--- config.mk ---
export PLATFORM = sky130hd
export DESIGN_NAME = hsw_ctrl
export DESIGN_NICKNAME = d
export VERILOG_FILES = /design/src/core/hsw_pkg.sv /design/src/core/hsw_ctrl.sv
export SDC_FILE = /design/constraint.sdc
export NUM_CORES = 1
export LEC_CHECK = 0
export BUFFER_PORTS_ARGS = -buffer_cell sky130_fd_sc_hd__buf_2
export CORE_UTILIZATION = 54
export DETAILED_ROUTE_END_ITERATION = 7
export PLACE_DENSITY = 0.88
export SYNTH_ARGS = -nofsm -noshare
export SYNTH_HDL_FRONTEND = slang
export SYNTH_SLANG_ARGS = --single-unit
--- constraint.sdc ---
create_clock -name pclk -period 4.9 [get_ports pclk]
set_input_delay 0.49 -clock pclk [delete_from_list [all_inputs] [get_ports pclk]]
set_output_delay 0.49 -clock pclk [all_outputs]
set_load 0.005 [all_outputs]
--- src/core/hsw_pkg.sv ---
package hsw_pkg;

  // clock and timing
  localparam int CLK_HZ            = 20_000_000;
  localparam int CLK_PERIOD_NS     = 50;
  localparam int WDT_TIMEOUT_MS    = 12;
  localparam int WDT_CYCLES        = WDT_TIMEOUT_MS * (CLK_HZ / 1000);
  // reset delay has no printed figure here; plain default
  localparam int POR_DELAY_NS      = 1000;
  localparam int POR_CYCLES        =
    (POR_DELAY_NS + CLK_PERIOD_NS - 1) / CLK_PERIOD_NS;
  localparam int RST_EXTRA_CYCLES  = 18;

  // opcodes seen from the instruction decoder
  localparam logic [7:0] OP_NOP    = 8'hFF;
  localparam logic [7:0] OP_STOP   = 8'h6F;
  localparam logic [7:0] OP_HALT   = 8'h7F;
  localparam logic [7:0] OP_WDT    = 8'h5F;
  localparam logic [7:0] OP_WDH    = 8'h4F;

  localparam logic [15:0] RESTART_ADDR = 16'h000C;

  // register offsets (byte addresses)
  localparam logic [7:0] REG_STATUS    = 8'h00;
  localparam logic [7:0] REG_PORT2_DIR = 8'h04;
  localparam logic [7:0] REG_WDT_COUNT = 8'h08;

  localparam logic [7:0] PORT2_DIR_RESET = 8'hFF;
  localparam int PORT2_RECOVERY_BIT      = 7;

  // status fields
  localparam int ST_STATE_LSB  = 0;
  localparam int ST_WDT_EN     = 3;
  localparam int ST_HALT_KEEP  = 4;
  localparam int ST_PERMANENT  = 5;
  localparam int ST_WDT_RESET  = 6;
  localparam int ST_PIN_INPUT  = 7;

  typedef enum logic [2:0] {
    HSW_RUN  = 3'b001,
    HSW_HALT = 3'b010,
    HSW_STOP = 3'b100
  } hsw_state_type;

  typedef struct packed {
    logic       exec;
    logic [7:0] opcode;
  } hsw_op_type;

  typedef struct packed {
    logic update;
    logic zero;
    logic sign;
    logic ovf;
  } hsw_flag_type;

endpackage : hsw_pkg

--- src/core/hsw_ctrl.sv ---
`timescale 1ns/10ps
// What this block does
// - HALT gates CPU clock, oscillator and peripherals run
// - HALT ends only on a taken interrupt or a watchdog expiry
// - after HALT, resume at following instruction
// - STOP halts CPU clock and oscillator
// - low recovery pin releases STOP without asserting reset
// - pin releases STOP even when an output
// - STOP release restarts at address 000C
// - port mode registers kept over pin recovery
// - first 5F arms watchdog, later ones clear
// - no instruction stops an armed watchdog
// - missed refresh expires watchdog into reset
// - watchdog opcode sets Z, clears S, V
// - watchdog reset lasts POR delay plus 18
// - software watchdog frozen during STOP
// - 4F keeps watchdog running in HALT
// - 4F ignored until watchdog armed
// - permanent option: armed at reset, always runs
// - watchdog timeout at least 12 ms
module hsw_ctrl #(
  parameter int WDT_CYCLES = hsw_pkg::WDT_CYCLES,
  parameter int WDT_W      = 18,
  parameter int POR_CYCLES = hsw_pkg::POR_CYCLES,
  parameter int RST_W      = 8
) (
  // clock and reset
  input  wire logic                  pclk,
  input  wire logic                  presetn,
  // apb slave
  input  wire logic                  psel,
  input  wire logic                  penable,
  input  wire logic                  pwrite,
  input  wire logic [7:0]            paddr,
  input  wire logic [31:0]           pwdata,
  output logic                       pready,
  output logic [31:0]                prdata,
  output logic                       pslverr,
  // instruction decoder and interrupt logic
  input  wire hsw_pkg::hsw_op_type   cpu_op,
  input  wire logic                  irq_taken,
  output hsw_pkg::hsw_flag_type      flag_out,
  output logic                       restart_load,
  output logic [15:0]                restart_addr,
  // clock control and reset generator
  output logic                       cpu_clk_en,
  output logic                       osc_en,
  output logic                       periph_clk_en,
  output logic                       sys_reset_n,
  // pins and options
  input  wire logic                  stop_recovery_pin,
  input  wire logic                  permanent_wdt_option,
  output logic [7:0]                 port2_direction_config
);

  localparam int RST_CYCLES = POR_CYCLES + hsw_pkg::RST_EXTRA_CYCLES;
  localparam logic [RST_W-1:0] RST_LOAD = RST_W'(RST_CYCLES);
  localparam logic [WDT_W-1:0] WDT_LAST = WDT_W'(WDT_CYCLES - 1);

  hsw_pkg::hsw_state_type state;
  hsw_pkg::hsw_state_type next_state;
  logic             pin_s1;
  logic             pin_s2;
  logic             perm_s1;
  logic             perm_s2;
  logic [1:0]       init_cnt;
  logic             perm_cap;
  logic             wdt_en;
  logic             halt_keep;
  logic [WDT_W-1:0] wdt_cnt;
  logic [RST_W-1:0] rst_cnt;
  logic [RST_W-1:0] next_rst_cnt;
  logic             wdt_reset_seen;

  function automatic logic is_op(input hsw_pkg::hsw_op_type op,
                                 input logic [7:0] code);
    return op.exec && (op.opcode == code);
  endfunction : is_op

  // decode
  wire in_rst    = (rst_cnt != '0);
  wire st_run    = (state == hsw_pkg::HSW_RUN);
  wire st_halt   = (state == hsw_pkg::HSW_HALT);
  wire st_stop   = (state == hsw_pkg::HSW_STOP);
  // the gated CPU cannot issue opcodes outside RUN
  wire op_ok     = st_run && !in_rst;
  wire do_wdt    = op_ok && is_op(cpu_op, hsw_pkg::OP_WDT);
  wire do_wdh    = op_ok && is_op(cpu_op, hsw_pkg::OP_WDH);
  wire do_stop   = op_ok && is_op(cpu_op, hsw_pkg::OP_STOP);
  wire do_halt   = op_ok && is_op(cpu_op, hsw_pkg::OP_HALT);
  // pin level is read regardless of port direction
  wire pin_wake  = st_stop && !pin_s2;
  // pclk is the crystal, never gated by this block
  wire wdt_tick  = wdt_en && !in_rst &&
                   (st_run ||
                    (st_halt && (halt_keep || perm_cap)) ||
                    (st_stop && perm_cap));
  wire wdt_fire  = wdt_tick && (wdt_cnt == WDT_LAST);
  wire refresh   = do_wdt && wdt_en;

  wire acc       = psel && penable;
  wire hit_stat  = (paddr == hsw_pkg::REG_STATUS);
  wire hit_p2    = (paddr == hsw_pkg::REG_PORT2_DIR);
  wire hit_cnt   = (paddr == hsw_pkg::REG_WDT_COUNT);
  wire hit_any   = hit_stat || hit_p2 || hit_cnt;
  wire wr_p2     = acc && pready && pwrite && hit_p2;

  wire [31:0] status_word = {24'h000000,
    port2_direction_config[hsw_pkg::PORT2_RECOVERY_BIT],
    wdt_reset_seen, perm_cap, halt_keep, wdt_en, state};
  wire [31:0] read_mux =
    hit_stat ? status_word :
    hit_p2   ? {24'h000000, port2_direction_config} :
    hit_cnt  ? 32'(wdt_cnt) : 32'h00000000;

  always_comb begin
    next_state = state;
    unique case (state)
      hsw_pkg::HSW_RUN: begin
        if (do_stop) begin
          next_state = hsw_pkg::HSW_STOP;
        end else if (do_halt) begin
          next_state = hsw_pkg::HSW_HALT;
        end
      end
      hsw_pkg::HSW_HALT: begin
        if (irq_taken) begin
          next_state = hsw_pkg::HSW_RUN;
        end
      end
      hsw_pkg::HSW_STOP: begin
        if (pin_wake) begin
          next_state = hsw_pkg::HSW_RUN;
        end
      end
    endcase
    if (wdt_fire || in_rst) begin
      next_state = hsw_pkg::HSW_RUN;
    end
  end

  always_comb begin
    if (wdt_fire) begin
      next_rst_cnt = RST_LOAD;
    end else if (in_rst) begin
      next_rst_cnt = rst_cnt - RST_W'(1);
    end else begin
      next_rst_cnt = '0;
    end
  end

  // two-flop synchronisers for pin and option strap
  always_ff @(posedge pclk or negedge presetn) begin
    if (!presetn) begin
      pin_s1  <= 1'h1;
      pin_s2  <= 1'h1;
      perm_s1 <= 1'h0;
      perm_s2 <= 1'h0;
    end else begin
      pin_s1  <= stop_recovery_pin;
      pin_s2  <= pin_s1;
      perm_s1 <= permanent_wdt_option;
      perm_s2 <= perm_s1;
    end
  end

  // option is a fuse: caught once, after the synchroniser settles
  always_ff @(posedge pclk or negedge presetn) begin
    if (!presetn) begin
      init_cnt <= 2'h0;
      perm_cap <= 1'h0;
    end else if (init_cnt != 2'h3) begin
      init_cnt <= init_cnt + 2'h1;
      perm_cap <= perm_s2;
    end
  end

  always_ff @(posedge pclk or negedge presetn) begin
    if (!presetn) begin
      state         <= hsw_pkg::HSW_RUN;
      cpu_clk_en    <= 1'h1;
      osc_en        <= 1'h1;
      periph_clk_en <= 1'h1;
      rst_cnt       <= '0;
      sys_reset_n   <= 1'h1;
      restart_load  <= 1'h0;
      restart_addr  <= hsw_pkg::RESTART_ADDR;
      flag_out      <= '0;
    end else begin
      state         <= next_state;
      cpu_clk_en    <= (next_state == hsw_pkg::HSW_RUN);
      osc_en        <= (next_state != hsw_pkg::HSW_STOP);
      periph_clk_en <= (next_state != hsw_pkg::HSW_STOP);
      rst_cnt       <= next_rst_cnt;
      sys_reset_n   <= (next_rst_cnt == '0);
      // HALT exit loads nothing: the stacked PC is the next one
      restart_load  <= pin_wake;
      restart_addr  <= hsw_pkg::RESTART_ADDR;
      flag_out      <= {do_wdt, 1'h1, 1'h0, 1'h0};
    end
  end

  always_ff @(posedge pclk or negedge presetn) begin
    if (!presetn) begin
      wdt_en         <= 1'h0;
      halt_keep      <= 1'h0;
      wdt_cnt        <= '0;
      wdt_reset_seen <= 1'h0;
    end else begin
      if (wdt_fire) begin
        wdt_en <= perm_cap;
      end else if (perm_cap || do_wdt) begin
        wdt_en <= 1'h1;
      end
      if (wdt_fire) begin
        halt_keep <= 1'h0;
      end else if (do_wdh && wdt_en) begin
        halt_keep <= 1'h1;
      end
      if (wdt_fire || refresh) begin
        wdt_cnt <= '0;
      end else if (wdt_tick) begin
        wdt_cnt <= wdt_cnt + WDT_W'(1);
      end
      if (wdt_fire) begin
        wdt_reset_seen <= 1'h1;
      end
    end
  end

  // apb: one wait state, answer registered
  always_ff @(posedge pclk or negedge presetn) begin
    if (!presetn) begin
      pready                 <= 1'h0;
      prdata                 <= 32'h00000000;
      pslverr                <= 1'h0;
      port2_direction_config <= hsw_pkg::PORT2_DIR_RESET;
    end else begin
      pready  <= acc && !pready;
      prdata  <= (acc && !pready && !pwrite) ? read_mux : 32'h00000000;
      pslverr <= acc && !pready && !hit_any;
      // stop recovery never touches this register
      if (wr_p2) begin
        port2_direction_config <= pwdata[7:0];
      end
    end
  end

  logic [RST_W:0] low_len;
  always_ff @(posedge pclk or negedge presetn) begin
    if (!presetn) begin
      low_len <= '0;
    end else begin
      low_len <= sys_reset_n ? '0 : low_len + (RST_W+1)'(1);
    end
  end
endmodule : hsw_ctrl

==> reports/summary.txt, run 1 <==
Status = finished with violations
Failing checks = DRC
Max Slew Vio Count = 0
Initial Util = 56.75%
PortBufs = 67
Final core occ = 64.06%
Largest net degree at the start of global routing = 74
Placer Congestion = 0.8780
Share of layout cells above drive strength 1 = 31.53%
Core area = 0.006422 mm2
# diodes = 0
Worst path required time = 5180 ps
Synth Flop Type = dfrtp_1
Vias in the first global route = 2,604
Final setup TNS = 0 ps
DIE HEIGHT = 84.16 um
Clk slew on worst S/H paths = 80 ps
CTS max path bufs = 2
Mapped Cells = 339
Antenna-violating nets left = 0
Clock Latency Late Sink = 350 ps
Register area share after synthesis = 50.60%
Worst slew margin = 40.24%
Area Growth Syn to Fin = 12.87%
Synth unique cells = 57
Via count = 2,762
Pint = 1063 uW
Leakage = 0.002033 uW
CTS tree = yes
Clock power share = 38.0%
CTS HTree Levels = 3
Total grt overflow = 0
Setup-failing EPs final = 0
Setup Skew = 10.23 ps
DIE AREA = 0.007082 mm2
Count leader, synth = dfrtp_1
Critical path class = reg2reg
Initial antenna violation count = 0
# Post-CTS Setup Buffers = 0
Worst EP arrival = 3360 ps
Max-cap violations = 0
HPWL Detailed = 5053 um
Final min period = 3084 ps
Root buf cell = clkbuf_8
Syn Area/Cell = 10.75 um2
Total CTS buffers = 9
Vias per cell = 5.718
Cell Pwr Density = 355.8 mW/mm2
Rows = 29
DRC = 8
Post-Syn Area = 0.003645 mm2
Initial drt markers = 204
First-pass GRT wire length = 12,030 um
Post-CTS sizing = 0
Worst-margin pin slew = 896.4 ps
Worst setup SP type = flop
First drt pass iteration count = 8
Top post-synthesis cells by count = 59 x dfrtp_1, 33 x buf_4, 21 x nor2_1
Fin nets = 461
WL final = 7448 um
Hold-fix buffers at CTS = 0
DIE WIDTH = 84.16 um
Final hold violations = 0
Switch share = 27.41%
Ys Warns = 0
Wire per inst = 15.42 um
Reg power frac = 47.6%
Worst-path fanout max = 17
RSZ-0062 raised after global routing = false
Post-synth top area cell = dfrtp_1
Setup crit end kind = flop
GR Util All Layers = 21.90%
Yosys reg bits = 73
NetSw = 401.2 uW
Hold crit path type = in2reg
CTS sink cnt = 73
Logic pwr share = 14.4%
Dominant cells by area after synthesis = dfrtp_1 41%, dfstp_2 10%, buf_4 6.8%
IO Pins = 124
Top cell type's share of synthesized area = 40.51%
Fmax = 0.3243 GHz
Fin Hold WS = 228.6 ps
Tcrit/Tclk final = 62.93%
Post-synth EDFFs = 0
Max VDD drop = 0.0001977 V
Post-synth ARST share = 100.0%
## power by group through the flow
stage          registers, uW  clock network, uW  logic (uW)
6_report                 696                557         211
5_1_grt                  701                595         231
4_1_cts                  693                566         208
3_5_place_dp             702                  0         201
3_3_place_gp             699                  0         192
2_1_floorplan            685                  0         169
## layout by cell type, fill, tap and decap left out, types with 3 or more instances in the layout
master,instances
buf_2,67
dfrtp_1,59
conb_1,33
nor2_1,21
a21oi_1,15
dfstp_2,14
inv_1,11
nand2_1,11
and2_1,11
o21ai_0,11
mux2_2,11
nand3_1,10
nand4_1,10
xor2_1,9
clkbuf_8,9
nor3_1,7
nor2b_1,7
o221a_2,7
nand2b_1,5
nor4_1,5
nand3b_1,4
o31ai_1,4
xnor2_1,4
and3_1,4
or3_1,3
o21ai_1,3
a31oi_1,3
ha_1,3
bufinv_16,3
## state kept, by name, summed over array words and instances, names as in the netlist, 2 cells and up
| register | count |
|---|---|
| flag_out | 2 |
| init_cnt | 2 |
| port2_direction_config | 8 |
| prdata | 18 |
| rst_cnt | 8 |
| state | 3 |
| wdt_cnt | 18 |
## worst max-delay path, cell delays in order (launching register included)
cell and delay, ps:
dfrtp_1 410, inv_1 70, ha_1 200, or3b_2 610, nor2_2 630, nand3_1 490
or3_1 470, a21oi_1 140
## area by class of cell
type	instances	area, um2
Fill cell	499	2308
Timing Repair Buffer	68	342.8
Tap cell	77	96.34
Inverter	11	41.29
Multi-Input combinational cell	238	1554
Clock inverter	5	103.9
Clock buffer	11	131.4
Sequential cell	73	1844
## layer usage
metal	GRT usage [%]	wire, um	vias to the layer above
li1	-	-	1260
met5	0	0	-
met2	35.84	3800	134
met1	27.05	2967	1351
met4	10.82	161	0
met3	5.801	518	17
## stage by stage
stage          cell area (um2)  total power [uW]  worst slack, ps  cells
3_3_place_gp              3879             891.0             1990    467
6_report                  4114              1464             1816    483
3_5_place_dp              3879             903.4             1900    467
4_1_cts                   4114              1467             1874    483
5_1_grt                   4114              1527             1659    483
2_1_floorplan             3761             854.3             2620    370
## kinds of logic (layout without fill, tap and decap cells)
family	after synthesis	after routing	synth area share, %
AO/OA/AOI/OAI	54	54	10.37
flip-flops	73	73	50.60
multiplexers	11	11	3.399
other	2	33	0.2061
adder cells (fa/ha/maj)	3	3	1.030
buffers and inverters	59	95	9.955
AND/OR/NAND/NOR	124	124	21.32
XOR/XNOR	13	13	3.124
## worst paths after layout
kind | from | to | slack, ps | depth (start not counted)
max | rst_cnt[0]$_DFF_PN0_ | wdt_cnt[5]$_DFFE_PN0P_ | 1820 | 7
min | stop_recovery_pin | pin_s1$_DFF_PN1_ | 230 | 1
max reg2reg | rst_cnt[0]$_DFF_PN0_ | wdt_cnt[5]$_DFFE_PN0P_ | 1820 | 7
min reg2reg | pin_s1$_DFF_PN1_ | pin_s2$_DFF_PN1_ | 360 | 0
max in group asynchronous | presetn | rst_cnt[3]$_DFF_PN0_ | 3970 | 2
min in group asynchronous | presetn | prdata[16]$_DFF_PN0_ | 350 | 2
Power figures use the tool's default switching activity.
==> run 2, diff against run 1 <==
--- a/config.mk
+++ b/config.mk
@@ -6,9 +6,9 @@
 export NUM_CORES = 1
 export LEC_CHECK = 0
 export BUFFER_PORTS_ARGS = -buffer_cell sky130_fd_sc_hd__buf_2
-export CORE_UTILIZATION = 54
+export CORE_UTILIZATION = 45
 export DETAILED_ROUTE_END_ITERATION = 7
-export PLACE_DENSITY = 0.88
+export PLACE_DENSITY = 0.79
 export SYNTH_ARGS = -nofsm -noshare
 export SYNTH_HDL_FRONTEND = slang
 export SYNTH_SLANG_ARGS = --single-unit
==> constraint.sdc (replaced) <==
create_clock -name pclk -period 2.65 [get_ports pclk]
set_input_delay 0.265 -clock pclk [delete_from_list [all_inputs] [get_ports pclk]]
set_output_delay 0.265 -clock pclk [all_outputs]
set_load 0.005 [all_outputs]
==> reports/summary.txt, run 2 (same netlist as run 1, synthesis figures left out) <==
Max Slew Vio Count = 0 (unchanged)
Reg-to-reg critical path startpoint = rst_cnt[0]$_DFF_PN0_ (unchanged)
Setup Skew = 12.77 ps (was 10.23 ps)
Placer Congestion = 0.8363 (was 0.8780)
Fmax = 0.4096 GHz (was 0.3243 GHz)
Vias per cell = 5.277 (was 5.718)
Final hold violations = 20 (was 0)
Fin nets = 476 (was 461)
RSZ-0062 raised after global routing = false (unchanged)
Fillcell total = 688 (was 499)
Most frequent cells in the layout = 67 x buf_2, 59 x dfrtp_1, 33 x conb_1 (unchanged)
CTS tree = yes (unchanged)
Final min period = 2441 ps (was 3084 ps)
First drt pass iteration count = 4 (was 8)
Hold crit path type = in2async (was in2reg)
Root buf cell = clkbuf_8 (unchanged)
HPWL Detailed = 5285 um (was 5053 um)
PortBufs = 67 (unchanged)
Antenna-violating nets left = 0 (unchanged)
DRC = 0 (was 8)
Total grt overflow = 0 (unchanged)
WL final = 7398 um (was 7448 um)
Cell Pwr Density = 606.5 mW/mm2 (was 355.8 mW/mm2)
Worst path required time = 2880 ps (was 5180 ps)
Commonest non-fill, non-tap cell in the layout = buf_2 (unchanged)
Worst slew margin = 48.20% (was 40.24%)
Via count = 2,760 (was 2,762)
Biggest regs = prdata (18), wdt_cnt (18) (unchanged)
IO Pins = 124 (unchanged)
Initial Util = 46.92% (was 56.75%)
Worst-path fanout max = 9 (was 17)
Area Growth Syn to Fin = 16.41% (was 12.87%)
CTS sink cnt = 73 (unchanged)
Max VDD drop = 0.0002781 V (was 0.0001977 V)
Failing checks = hold timing (was DRC)
Status = finished with violations (unchanged)
Rows = 32 (was 29)
Worst reg2reg endpoint = wdt_cnt[12]$_DFFE_PN0P_ (was wdt_cnt[5]$_DFFE_PN0P_)
Fin Hold WS = -11.90 ps (was 228.6 ps)
Tcrit/Tclk final = 92.12% (was 62.93%)
GR Util All Layers = 18.66% (was 21.90%)
# Post-CTS Setup Buffers = 0 (unchanged)
Largest net degree at the start of global routing = 41 (was 74)
Sequential cell area = 0.001844 mm2 (unchanged)
Leakage = 0.002105 uW (was 0.002033 uW)
First-pass GRT wire length = 12,240 um (was 12,030 um)
Critical Path Start = rst_cnt[0]$_DFF_PN0_ (unchanged)
Worst EP arrival = 2670 ps (was 3360 ps)
Max-cap violations = 0 (unchanged)
Initial drt markers = 139 (was 204)
Worst-margin pin slew = 777.0 ps (was 896.4 ps)
DIE WIDTH = 92.00 um (was 84.16 um)
Tot Pwr = 2573 uW (was 1464 uW)
Initial antenna violation count = 0 (unchanged)
Share of layout cells above drive strength 1 = 34.20% (was 31.53%)
Final setup TNS = 0 ps (unchanged)
Clk slew on worst S/H paths = 80 ps (about the same)
Multi-input logic area = 0.001554 mm2 (unchanged)
DIE HEIGHT = 92.00 um (was 84.16 um)
Critical path class = reg2reg (unchanged)
Setup-failing EPs final = 0 (unchanged)
# diodes = 0 (unchanged)
Core area = 0.007767 mm2 (was 0.006422 mm2)
CTS max path bufs = 2 (unchanged)
Wire per inst = 14.15 um (was 15.42 um)
FF-to-FF path depth = 8 (was 7)
Total CTS buffers = 9 (unchanged)
Clock Latency Late Sink = 350 ps (about the same)
DIE AREA = 0.008463 mm2 (was 0.007082 mm2)
Setup crit end kind = flop (unchanged)
Worst setup SP type = flop (unchanged)
Setup slack, reg-to-reg = 210 ps (was 1820 ps)
CTS HTree Levels = 3 (unchanged)
Vias in the first global route = 2,593 (was 2,604)
[run 2: metrics by stage]
stage               cells  area, um2  setup WS [ps]  hold WS (ps)  util [%]
global placement      506       4028          326.5         334.9     51.85
finish                523       4243          208.8        -11.90     54.62
global route          523       4243          13.44         15.72     54.62
floorplan             370       3761          370.5        -30.59         -
detailed placement    506       4028          254.9         339.3     51.85
CTS                   522       4233          255.5         3.161     54.49
[run 2: routing by layer]
metal	share of wire, %	global-route usage (%)	vias up
met5	0	0	-
met4	2.4	10.42	0
met3	5.5	3.814	16
met2	50	29.42	106
met1	42	23.99	1345
li1	-	-	1293
[run 2: worst max-delay path, stage by stage (launching register included)]
cell and delay [ps]:
dfrtp_1 420, inv_1 70, ha_1 200, or3b_2 610, nor4_1 290, nand4b_1 310
nand2_2 190, buf_4 160, o31ai_1 70
[run 2: area by class of cell]
| class | instances | area share (%) |
|---|---|---|
| clock inverter | 5 | 1.268 |
| sequential | 73 | 43.47 |
| inverter | 11 | 0.9732 |
| multi-input combinational | 238 | 36.63 |
| clock buffer | 11 | 3.568 |
| tap | 102 | 3.008 |
| timing repair buffer | 83 | 11.09 |
[run 2: what timing repair did]
item / CTS / global route
hold endpoints to repair: 0 / 1
resized for setup: 0 / 0
hold buffers: 0 / 1
[run 2: worst max-delay path by stage]
stage | slack (ps) | to
detailed placement | 250 | wdt_cnt[4]$_DFFE_PN0P_
global route | 10 | wdt_cnt[4]$_DFFE_PN0P_
CTS | 260 | wdt_cnt[4]$_DFFE_PN0P_
floorplan | 370 | wdt_cnt[5]$_DFFE_PN0P_
finish | 210 | wdt_cnt[12]$_DFFE_PN0P_
global placement | 330 | wdt_cnt[4]$_DFFE_PN0P_
[run 2: where the power goes]
group          switching, uW  leakage [uW]  internal (uW)
clock network            404      0.000109            483
registers               83.9      0.000926           1200
logic                    248       0.00107            159
total                    736       0.00210           1840
